`config.mk`:
```
export PLATFORM = sky130hd
export DESIGN_NAME = ddsc_ctrl
export DESIGN_NICKNAME = d
export VERILOG_FILES = /design/src/ddsc_pkg.sv /design/src/ddsc_ctrl.sv
export VERILOG_INCLUDE_DIRS = /design/src
export SDC_FILE = /design/constraint.sdc
export NUM_CORES = 1
export LEC_CHECK = 0
export BUFFER_PORTS_ARGS = -buffer_cell sky130_fd_sc_hd__buf_2
export CAP_MARGIN = 20
export CORE_ASPECT_RATIO = 0.8
export CORE_MARGIN = 3
export CORE_UTILIZATION = 30
export CTS_CLUSTER_DIAMETER = 80
export DETAILED_ROUTE_END_ITERATION = 6
export PLACE_DENSITY_LB_ADDON = 0.08
export SLEW_MARGIN = 10
export SYNTH_ARGS = -nofsm -noshare
export SYNTH_HDL_FRONTEND = slang
export SYNTH_SLANG_ARGS = --single-unit
```
`constraint.sdc`:
```
create_clock -name clk -period 4.6 [get_ports clk]
set_input_delay 0.46 -clock clk [delete_from_list [all_inputs] [get_ports clk]]
set_output_delay 0.46 -clock clk [all_outputs]
set_load 0.01 [all_outputs]
```
`src/ddsc_params.svh`:
```
// Constants for the dual DAC serial command controller: field positions and timing.
// Assumes inclusion by the package and the top module of this block only.
`ifndef DDSC_PARAMS_SVH
`define DDSC_PARAMS_SVH

// ====================================================================
// Command word layout
`define DDSC_WORD_BITS     24
`define DDSC_DATA_BITS     16
`define DDSC_BIT_RSVD_HI   23
`define DDSC_BIT_RSVD_LO   22
`define DDSC_BIT_LOAD_B    21
`define DDSC_BIT_LOAD_A    20
`define DDSC_BIT_DONT_CARE 19
`define DDSC_BIT_BUF_SEL   18
`define DDSC_BIT_PWRDN1    17
`define DDSC_BIT_PWRDN0    16

// ====================================================================
// Reset value and last shift count
`define DDSC_DAC_RESET     16'h0000
`define DDSC_COUNT_LAST    5'h17

// ====================================================================
// Timing
`define DDSC_CLK_PERIOD_NS 8
`define DDSC_GAP_NS        100

`endif

```
`src/ddsc_pkg.sv`:
```
// Types shared by the dual DAC serial command controller.
// Assumes ddsc_params.svh is on the include path.
`include "ddsc_params.svh"

package ddsc_pkg;

  // ==================================================================
  // Operating mode per channel
  typedef enum logic [1:0] {
    DDSC_MODE_NORMAL = 2'b00,
    DDSC_MODE_PD_1K  = 2'b01,
    DDSC_MODE_PD_100K = 2'b10,
    DDSC_MODE_PD_HIZ = 2'b11
  } ddsc_mode_t;

  // ==================================================================
  // Decoded command word
  typedef struct packed {
    logic [1:0]  reserved;
    logic        load_b_bit;
    logic        load_a_bit;
    logic        dont_care;
    logic        buffer_select;
    ddsc_mode_t  pwrdn_sel;
    logic [15:0] data;
  } ddsc_cmd_t;

  // ==================================================================
  // Per-channel buffer and output state
  typedef struct packed {
    ddsc_mode_t  mode;
    logic [15:0] code;
  } ddsc_chan_t;

  // ==================================================================
  // Receive state
  typedef enum logic [1:0] {
    DDSC_IDLE   = 2'b00,
    DDSC_SHIFT  = 2'b01,
    DDSC_LOCKED = 2'b10
  } ddsc_state_t;

endpackage

```
`src/ddsc_ctrl.sv`:
```
// Dual DAC serial command controller: three-wire receiver, buffers, DAC registers.
// Assumes the serial pins come from another clock domain and are synchronised here.
// What this block does
// - Frame sync going low opens the input shift register.
// - While sync is low, one data bit shifts in each falling serial clock.
// - At the 24th falling edge the shift register locks; further edges ignored.
// - Upper eight bits are control, lower sixteen bits are data.
// - Command executes right after the 24th edge, not waiting for sync high.
// - A new transaction begins only at the next falling edge of sync.
// - Sync rising before the 24th edge discards the frame with no effect.
// - Load bits for A and B update that channel's output.
// - The don't-care control bit has no effect.
// - Buffer select picks which channel buffer receives the word.
// - Mode bits are written into the addressed buffer with it.
// - Mode 00 normal, 01 1k to ground, 10 100k, 11 high impedance.
// - Data goes to the selected buffer and DAC register per control byte.
// - At reset both DAC registers are zero until a load reaches them.
// - Power-down takes effect only when the channel is loaded.
// - In power-down the output switches to the selected termination.
// - Leaving power-down needs mode 00, new data and a load.
// - DAC code is unsigned binary; output is reference times code over 65536.
// - Each channel keeps its own mode independently.
// - A load copies the channel buffer into its DAC register.
// - Buffer select 0 addresses A, 1 addresses B.
`timescale 1ns/100ps
`include "ddsc_params.svh"

module ddsc_ctrl #(
  parameter int NUM_CH = 2
) (
  input  wire logic                clk,
  input  wire logic                rst,
  input  wire logic                sync_n,
  input  wire logic                sclk,
  input  wire logic                din,
  output logic [NUM_CH-1:0][15:0]  dac_code,
  output ddsc_pkg::ddsc_mode_t [NUM_CH-1:0] dac_mode,
  output logic [NUM_CH-1:0]        out_amp_on,
  output logic [NUM_CH-1:0]        term_1k_on,
  output logic [NUM_CH-1:0]        term_100k_on,
  output logic                     cmd_done,
  output logic                     frame_abort
);

  // ==================================================================
  // Pin synchronisers
  logic [2:0] sync_meta_ff;
  logic [2:0] sync_pin_ff;
  logic       sclk_prev_ff;
  logic       sync_prev_ff;

  always_ff @(posedge clk or posedge rst) begin
    if (rst) begin
      sync_meta_ff <= 3'h7;
      sync_pin_ff  <= 3'h7;
      sclk_prev_ff <= 1'h1;
      sync_prev_ff <= 1'h1;
    end else begin
      sync_meta_ff <= {sync_n, sclk, din};
      sync_pin_ff  <= sync_meta_ff;
      sclk_prev_ff <= sync_pin_ff[1];
      sync_prev_ff <= sync_pin_ff[2];
    end
  end

  logic sync_lo;
  logic sclk_s;
  logic din_s;
  logic sclk_fall;
  logic sync_fall;
  logic sync_rise;

  assign sync_lo   = ~sync_pin_ff[2];
  assign sclk_s    = sync_pin_ff[1];
  assign din_s     = sync_pin_ff[0];
  assign sclk_fall = sclk_prev_ff & ~sclk_s;
  assign sync_fall = sync_prev_ff & ~sync_pin_ff[2];
  assign sync_rise = ~sync_prev_ff & sync_pin_ff[2];

  // ==================================================================
  // Receive state machine and shift register
  ddsc_pkg::ddsc_state_t state_ff;
  ddsc_pkg::ddsc_state_t nxt_state;
  logic [`DDSC_WORD_BITS-1:0] shift_ff;
  logic [`DDSC_WORD_BITS-1:0] nxt_shift;
  logic [4:0] count_ff;
  logic [4:0] nxt_count;
  logic       exec_ff;
  logic       nxt_exec;
  logic       abort_ff;
  logic       nxt_abort;

  always_comb begin
    nxt_state = state_ff;
    nxt_shift = shift_ff;
    nxt_count = count_ff;
    nxt_exec  = 1'b0;
    nxt_abort = 1'b0;
    case (state_ff)
      ddsc_pkg::DDSC_IDLE: begin
        if (sync_fall) begin
          nxt_state = ddsc_pkg::DDSC_SHIFT;
          nxt_shift = '0;
          nxt_count = 5'h00;
        end
      end
      ddsc_pkg::DDSC_SHIFT: begin
        if (!sync_lo) begin
          nxt_state = ddsc_pkg::DDSC_IDLE;
          nxt_shift = '0;
          nxt_count = 5'h00;
          nxt_abort = 1'b1;
        end else if (sclk_fall) begin
          nxt_shift = {shift_ff[`DDSC_WORD_BITS-2:0], din_s};
          nxt_count = count_ff + 5'h01;
          if (count_ff == `DDSC_COUNT_LAST) begin
            nxt_state = ddsc_pkg::DDSC_LOCKED;
            nxt_exec  = 1'b1;
          end
        end
      end
      ddsc_pkg::DDSC_LOCKED: begin
        // Further clocks are ignored; a sync rise or fall ends the frame.
        if (sync_rise) begin
          nxt_state = ddsc_pkg::DDSC_IDLE;
        end else if (sync_fall) begin
          nxt_state = ddsc_pkg::DDSC_SHIFT;
          nxt_shift = '0;
          nxt_count = 5'h00;
        end
      end
      default: begin
        nxt_state = ddsc_pkg::DDSC_IDLE;
      end
    endcase
  end

  always_ff @(posedge clk or posedge rst) begin
    if (rst) begin
      state_ff <= ddsc_pkg::DDSC_IDLE;
      shift_ff <= '0;
      count_ff <= 5'h00;
      exec_ff  <= 1'b0;
      abort_ff <= 1'b0;
    end else begin
      state_ff <= nxt_state;
      shift_ff <= nxt_shift;
      count_ff <= nxt_count;
      exec_ff  <= nxt_exec;
      abort_ff <= nxt_abort;
    end
  end

  // ==================================================================
  // Command decode and channel update
  ddsc_pkg::ddsc_cmd_t cmd;
  assign cmd = ddsc_pkg::ddsc_cmd_t'(shift_ff);

  ddsc_pkg::ddsc_chan_t [NUM_CH-1:0] buf_ff;
  ddsc_pkg::ddsc_chan_t [NUM_CH-1:0] nxt_buf;
  ddsc_pkg::ddsc_chan_t [NUM_CH-1:0] dac_ff;
  ddsc_pkg::ddsc_chan_t [NUM_CH-1:0] nxt_dac;
  logic [NUM_CH-1:0] load_req;

  assign load_req = NUM_CH'({cmd.load_b_bit, cmd.load_a_bit});

  always_comb begin
    nxt_buf = buf_ff;
    nxt_dac = dac_ff;
    if (exec_ff) begin
      for (int i = 0; i < NUM_CH; i++) begin
        if (int'(cmd.buffer_select) == i) begin
          nxt_buf[i].mode = cmd.pwrdn_sel;
          nxt_buf[i].code = cmd.data;
        end
      end
      for (int i = 0; i < NUM_CH; i++) begin
        if (load_req[i]) begin
          nxt_dac[i] = nxt_buf[i];
        end
      end
    end
  end

  always_ff @(posedge clk or posedge rst) begin
    if (rst) begin
      for (int i = 0; i < NUM_CH; i++) begin
        buf_ff[i] <= '{mode: ddsc_pkg::DDSC_MODE_NORMAL, code: `DDSC_DAC_RESET};
        dac_ff[i] <= '{mode: ddsc_pkg::DDSC_MODE_NORMAL, code: `DDSC_DAC_RESET};
      end
    end else begin
      buf_ff <= nxt_buf;
      dac_ff <= nxt_dac;
    end
  end

  // ==================================================================
  // Outputs: code is straight binary; termination per channel mode
  genvar g;
  generate
    for (g = 0; g < NUM_CH; g++) begin : g_ch
      assign dac_code[g]     = dac_ff[g].code;
      assign dac_mode[g]     = dac_ff[g].mode;
      assign out_amp_on[g]   = dac_ff[g].mode == ddsc_pkg::DDSC_MODE_NORMAL;
      assign term_1k_on[g]   = dac_ff[g].mode == ddsc_pkg::DDSC_MODE_PD_1K;
      assign term_100k_on[g] = dac_ff[g].mode == ddsc_pkg::DDSC_MODE_PD_100K;
    end
  endgenerate

  assign cmd_done    = exec_ff;
  assign frame_abort = abort_ff;

endmodule // ddsc_ctrl

```
Word level (Yosys, flattened, before mapping)
Cells that the tools add are included.
- register bits: 113
- input bits: 5
- logic and storage cells: 66
- add/subtract/negate cells: 1
- eq/ne operators: 10
- mux-type cells: 24
- bitwise operators: 6
- reduce and logical (&&, ||, !) cells: 8
- operators by type and width (operator ; number):
    $mux 24 ; 4
    $pmux 24 s3 ; 1
    $mux 18 ; 2
    $mux 5 ; 4
    $pmux 5 s3 ; 1
    $mux 2 ; 5
    $eq 2x1->1 const B ; 3
    $eq 2x2->1 const B ; 3
    $logic_not 2->1 ; 3
    $mux 1 ; 6
    $ne 3x3->1 const B ; 2
    $pmux 2 s3 ; 1
    $reduce_and 2->1 ; 3
    $add 5x1->5 const B ; 1
    $eq 5x5->1 const B ; 1
    $and 1x1->1 ; 3
    $not 1->1 ; 3
    $reduce_and 3->1 ; 1
    $reduce_bool 3->1 ; 1
    $ne 2x2->1 const B ; 1

Longest topological paths before layout
- depth after elaboration: 5
- mapped depth: 5
- gate-level depth less buffers: 5

Worst setup path before layout
No wires, ideal clock.
- path type: register to register
- start: reg sclk_prev_ff
- end: reg shift_ff[10], in the netlist cmd[10]
- data arrival time: 1302 ps
- required time: 4536 ps
- path slack: 3235 ps
- stages on the path, launching flop included: 5
- buffers on the path: 1
- period minus slack after synthesis: 1365 ps
- cell sequence: dfstp_2 -> and2b_2 -> nor4b_4 -> buf_6 -> a22o_2
- longest elaborated chain between the ends: 3
- ends and longest elaborated chain (item ; line ; source):
    from (decl) ; ddsc_ctrl.sv:49 ; logic sclk_prev_ff;
    from (signal assigned) ; ddsc_ctrl.sv:61 ; sclk_prev_ff <= sync_pin_ff[1];
    $and 1x1->1 ; ddsc_ctrl.sv:76 ; assign sclk_fall = sclk_prev_ff & ~sclk_s;
    $ne 3x3->1 (no line) ; -- ;
    $reduce_and 3->1 (no line) ; -- ;
    to (signal assigned) ; ddsc_ctrl.sv:147 ; shift_ff <= nxt_shift;
    to (decl) ; ddsc_ctrl.sv:84 ; logic [`DDSC_WORD_BITS-1:0] shift_ff;
Every way passes these cells.
A chain may end at the register's enable or synchronous reset.

Worst setup path in the final report
- start: reg shift_ff[18], in the netlist cmd[18]
- end: reg buf_ff[8] (netlist name)
- longest elaborated chain between the ends: 1
- ends and longest elaborated chain (item ; line ; source):
    $mux 18 ; ddsc_ctrl.sv:172 ; if (int'(cmd.buffer_select) == i) begin
    to (signal, indexed assignment) ; ddsc_ctrl.sv:188 ; buf_ff[i] <= '{mode: ddsc_pkg::DDSC_MODE_NORMAL, code: `DDSC_DAC_RESET};
    to (signal assigned) ; ddsc_ctrl.sv:192 ; buf_ff <= nxt_buf;
    to (decl) ; ddsc_ctrl.sv:159 ; ddsc_pkg::ddsc_chan_t [NUM_CH-1:0] buf_ff;
Every way passes these cells.

==> results by group <==
STA
  – RSZ-0062 raised after global routing: no
  – Fmax: 0.477 GHz
  – Final hold viol count: 0
  – Count of final setup violators: 0
  – Final critical-path required period: 2.10 ns
  – Slew @ Worst Pin: 0.937 ns
  – Setup tns final: 0 ns
  – Slew HR: 0.375
  – Pins Over Slew Limit: 0
  – Setup Skew: around 0.007 ns
  – Setup ws final: roughly 2.5 ns
  – Period utilization: 0.456
  – Hold slack: around 0.13 ns

Synthesis
  – Cells after Synth: between 300 and 400
  – Sequential fraction of the synthesis area: 0.613
  – Synthesized cell area: 4550 um2
  – Ys Warns: 0
  – Synth top area share: 0.567
  – Number of flops mapped to enable cells by yosys: 0
  – Commonest cells in the netlist: dfrtp_1, nor2_1, mux2_2
  – Synth Flop Type: dfrtp_1
  – Leading post-synthesis cells by cell area: dfrtp_1, mux2_2, mux2i_1, dfstp_2, a21oi_1
  – Post-synth top area cell: dfrtp_1
  – Synth cell types: 32
  – Async SR Flop Fraction: 1.00
  – Post-synthesis net count: 345
  – Syn avg cell area: 13.4 um2
  – Most frequent cell after synthesis: dfrtp_1
  – Register bit total from synthesis: 111

Clock tree
  – CTS tree: done
  – Hold Buf Count CTS: 0
  – Total CTS buffers: 9
  – Clock transition at path regs: 0.08 ns
  – CTS root buf: clkbuf_16
  – Post-CTS setup buffer count: 0
  – H-tree depth: 3
  – Deepest clock path buffer count: 2
  – Post-CTS sizing: 0
  – Worst-Skew Late Latency: 0.35 ns
  – Sink Count: 111

Place
  – Setup WS pre-CTS: 2.45 ns
  – Dpl hpwl: 6050 um
  – Final GP Congestion: around 0.7
  – Port buffer count: 48
  – Placed Instances: 555
  – Post-DP Area: 4900 um2

Pwr
  – Static leakage: 2.52 nW
  – Comb power frac: 0.025
  – Pwr/cell area: 353 nW/um2
  – Sw Share: 0.225
  – Power share of the sequential group: 0.539
  – Maximum VDD drop: 0.167 mV
  – Sw Pwr: 0.000414 W
  – Clock power frac: 0.436
  – Internal cell power: 0.00142 W

Drt
  – Routed wire length: 9390 um
  – 1st-pass router iterations: 4
  – DRC viols: 0
  – Routed WL per cell: 16.4 um
  – Routed vias/inst: 4.63
  – Total number of vias: 2,644
  – Top Metal Used: met4
  – Met2 wire len: 3510 um
  – Routed wl met3: roughly 460 um
  – DRT antenna net count: 0
  – DRT iter0 DRCs: 123
  – Met1 WL: 5320 um

Floorplanning
  – CORE AREA: 14,500 um2
  – FP Rows: 39
  – Starting Density: 0.313
  – Die X: roughly 140 um
  – Die Footprint: ~17,000 um2
  – IO Count: 49
  – Height of the die: 116 um

Final layout
  – Area of the multi-input gates: 1600 um2
  – Share of cells above drive strength 1: 0.370
  – # fillers: 1,452
  – Non-Filler Cell Area, Final: 5210 um2
  – Antenna diode count: 0
  – Nets: 388
  – FF/Latch Area: 2790 um2
  – Final Non-Filler Cells: 571
  – Area grow syn2layout: 14.5%

Critical path
  – Reg2Reg Capture Point: buf_ff[8]
  – Crit-path max FO: 20
  – R2R Path Start: cmd[18]
  – Kind of critical path: register to register
  – Worst Setup SP: cmd[18]
  – Flop2flop setup slack: 2.50 ns
  – Worst R2R Path Depth: 2
  – Arrival @ worst endpoint: 2.33 ns
  – Element type at the critical path start: register
  – Critical Path RT: ~4.8 ns
  – Critical Path Sink Type: register

Global route
  – Initial antenna violation count: 0
  – Total GRT Usage: 0.122
  – First-pass GRT wire length: 15,300 um
  – Total gr overflow: 0
  – Vias in the first global route: 2,680
  – Largest net degree at the start of global routing: 42

Run status
  – Status: finished, final reports clean

Worst hold path
  – Worst hold path type: input port to asynchronous set/reset pin

Run
  – Max Cap Viol: 0
## kinds of logic (layout without fill, tap and decap cells)
logic type / count (synthesis) / in the layout / share of synthesized area
xor+xnor: 3 / 3 / 0.00578
simple gates: 61 / 61 / 0.0668
compound gates: 67 / 67 / 0.105
buf+inv: 23 / 71 / 0.0363
mux: 73 / 73 / 0.171
flops: 111 / 111 / 0.613
fa+ha+maj: 1 / 1 / 0.00275
## cell type report
cell class,count,share of cell area
repair buffers,53,0.0533
multi-input cells,205,0.307
well taps,184,0.0442
inverters,2,0.00192
flip-flops and latches,111,0.535
clock inverters,7,0.0151
clock buffers,9,0.0432
## worst max path at each step
stage / endpoint / slack (ns) / depth (start not counted)
finish: buf_ff[8] / 2.50 / 2
detailed placement: buf_ff[17] / 2.45 / 2
global placement: buf_ff[16] / 2.48 / 2
floorplan: buf_ff[0] / 1.22 / 1
CTS: buf_ff[8] / 2.43 / 2
global route: buf_ff[8] / 2.38 / 2
## sequential cells by signal, summed over array words and instances (netlist names), 2 cells and up
register / cells
count_ff: 5
sync_meta_ff: 3
state_ff: 2
dac_mode: 4
sync_pin_ff: 3
cmd: 22
buf_ff: 36
dac_code: 32
## power groups by stage
stage / Sequential [W] / Clock [W] / Combinational (W)
2_1_floorplan: 0.00101 / 0 / 0.0000380
3_3_place_gp: 0.00101 / 0 / 0.0000489
3_5_place_dp: 0.00101 / 0 / 0.0000493
4_1_cts: 0.000989 / 0.000834 / 0.0000499
5_1_grt: 0.000991 / 0.000877 / 0.0000545
6_report: 0.000990 / 0.000801 / 0.0000466
## critical path: stages, from the launching register on
cell and delay [ns]:
dfrtp_2 0.74, nand2b_1 0.80, mux2_2 0.42
## per-stage QoR
stage | power (W) | util
6_report | 0.00184 | 0.358
5_1_grt | 0.00192 | 0.358
4_1_cts | 0.00187 | 0.358
3_5_place_dp | 0.00106 | 0.337
3_3_place_gp | 0.00106 | 0.337
2_1_floorplan | 0.00104 | -
## cell usage in the layout (no fill, tap or decap), types with 2 or more instances in the layout
cell / synthesis / layout
and3_1: 2 / 2
clkbuf_16: 0 / 9
inv_6: 0 / 2
clkinv_4: 0 / 3
dfstp_2: 8 / 8
mux2i_1: 36 / 36
a21oi_1: 36 / 36
buf_4: 1 / 5
nor2b_1: 5 / 5
buf_2: 6 / 48
a22o_2: 18 / 18
xor2_1: 3 / 3
o211ai_1: 3 / 3
a22o_1: 5 / 5
dfrtp_1: 103 / 102
mux2_2: 37 / 37
and2_1: 3 / 2
nand2b_1: 3 / 3
nor2_1: 42 / 42
## routing by layer
layer	vias up	global-route usage
met1	1298	0.195
li1	1284	-
met2	53	0.154
met3	9	0.0422
met4	0	0.0282
met5	-	0
No activity file was read; power rests on OpenSTA's default activity.
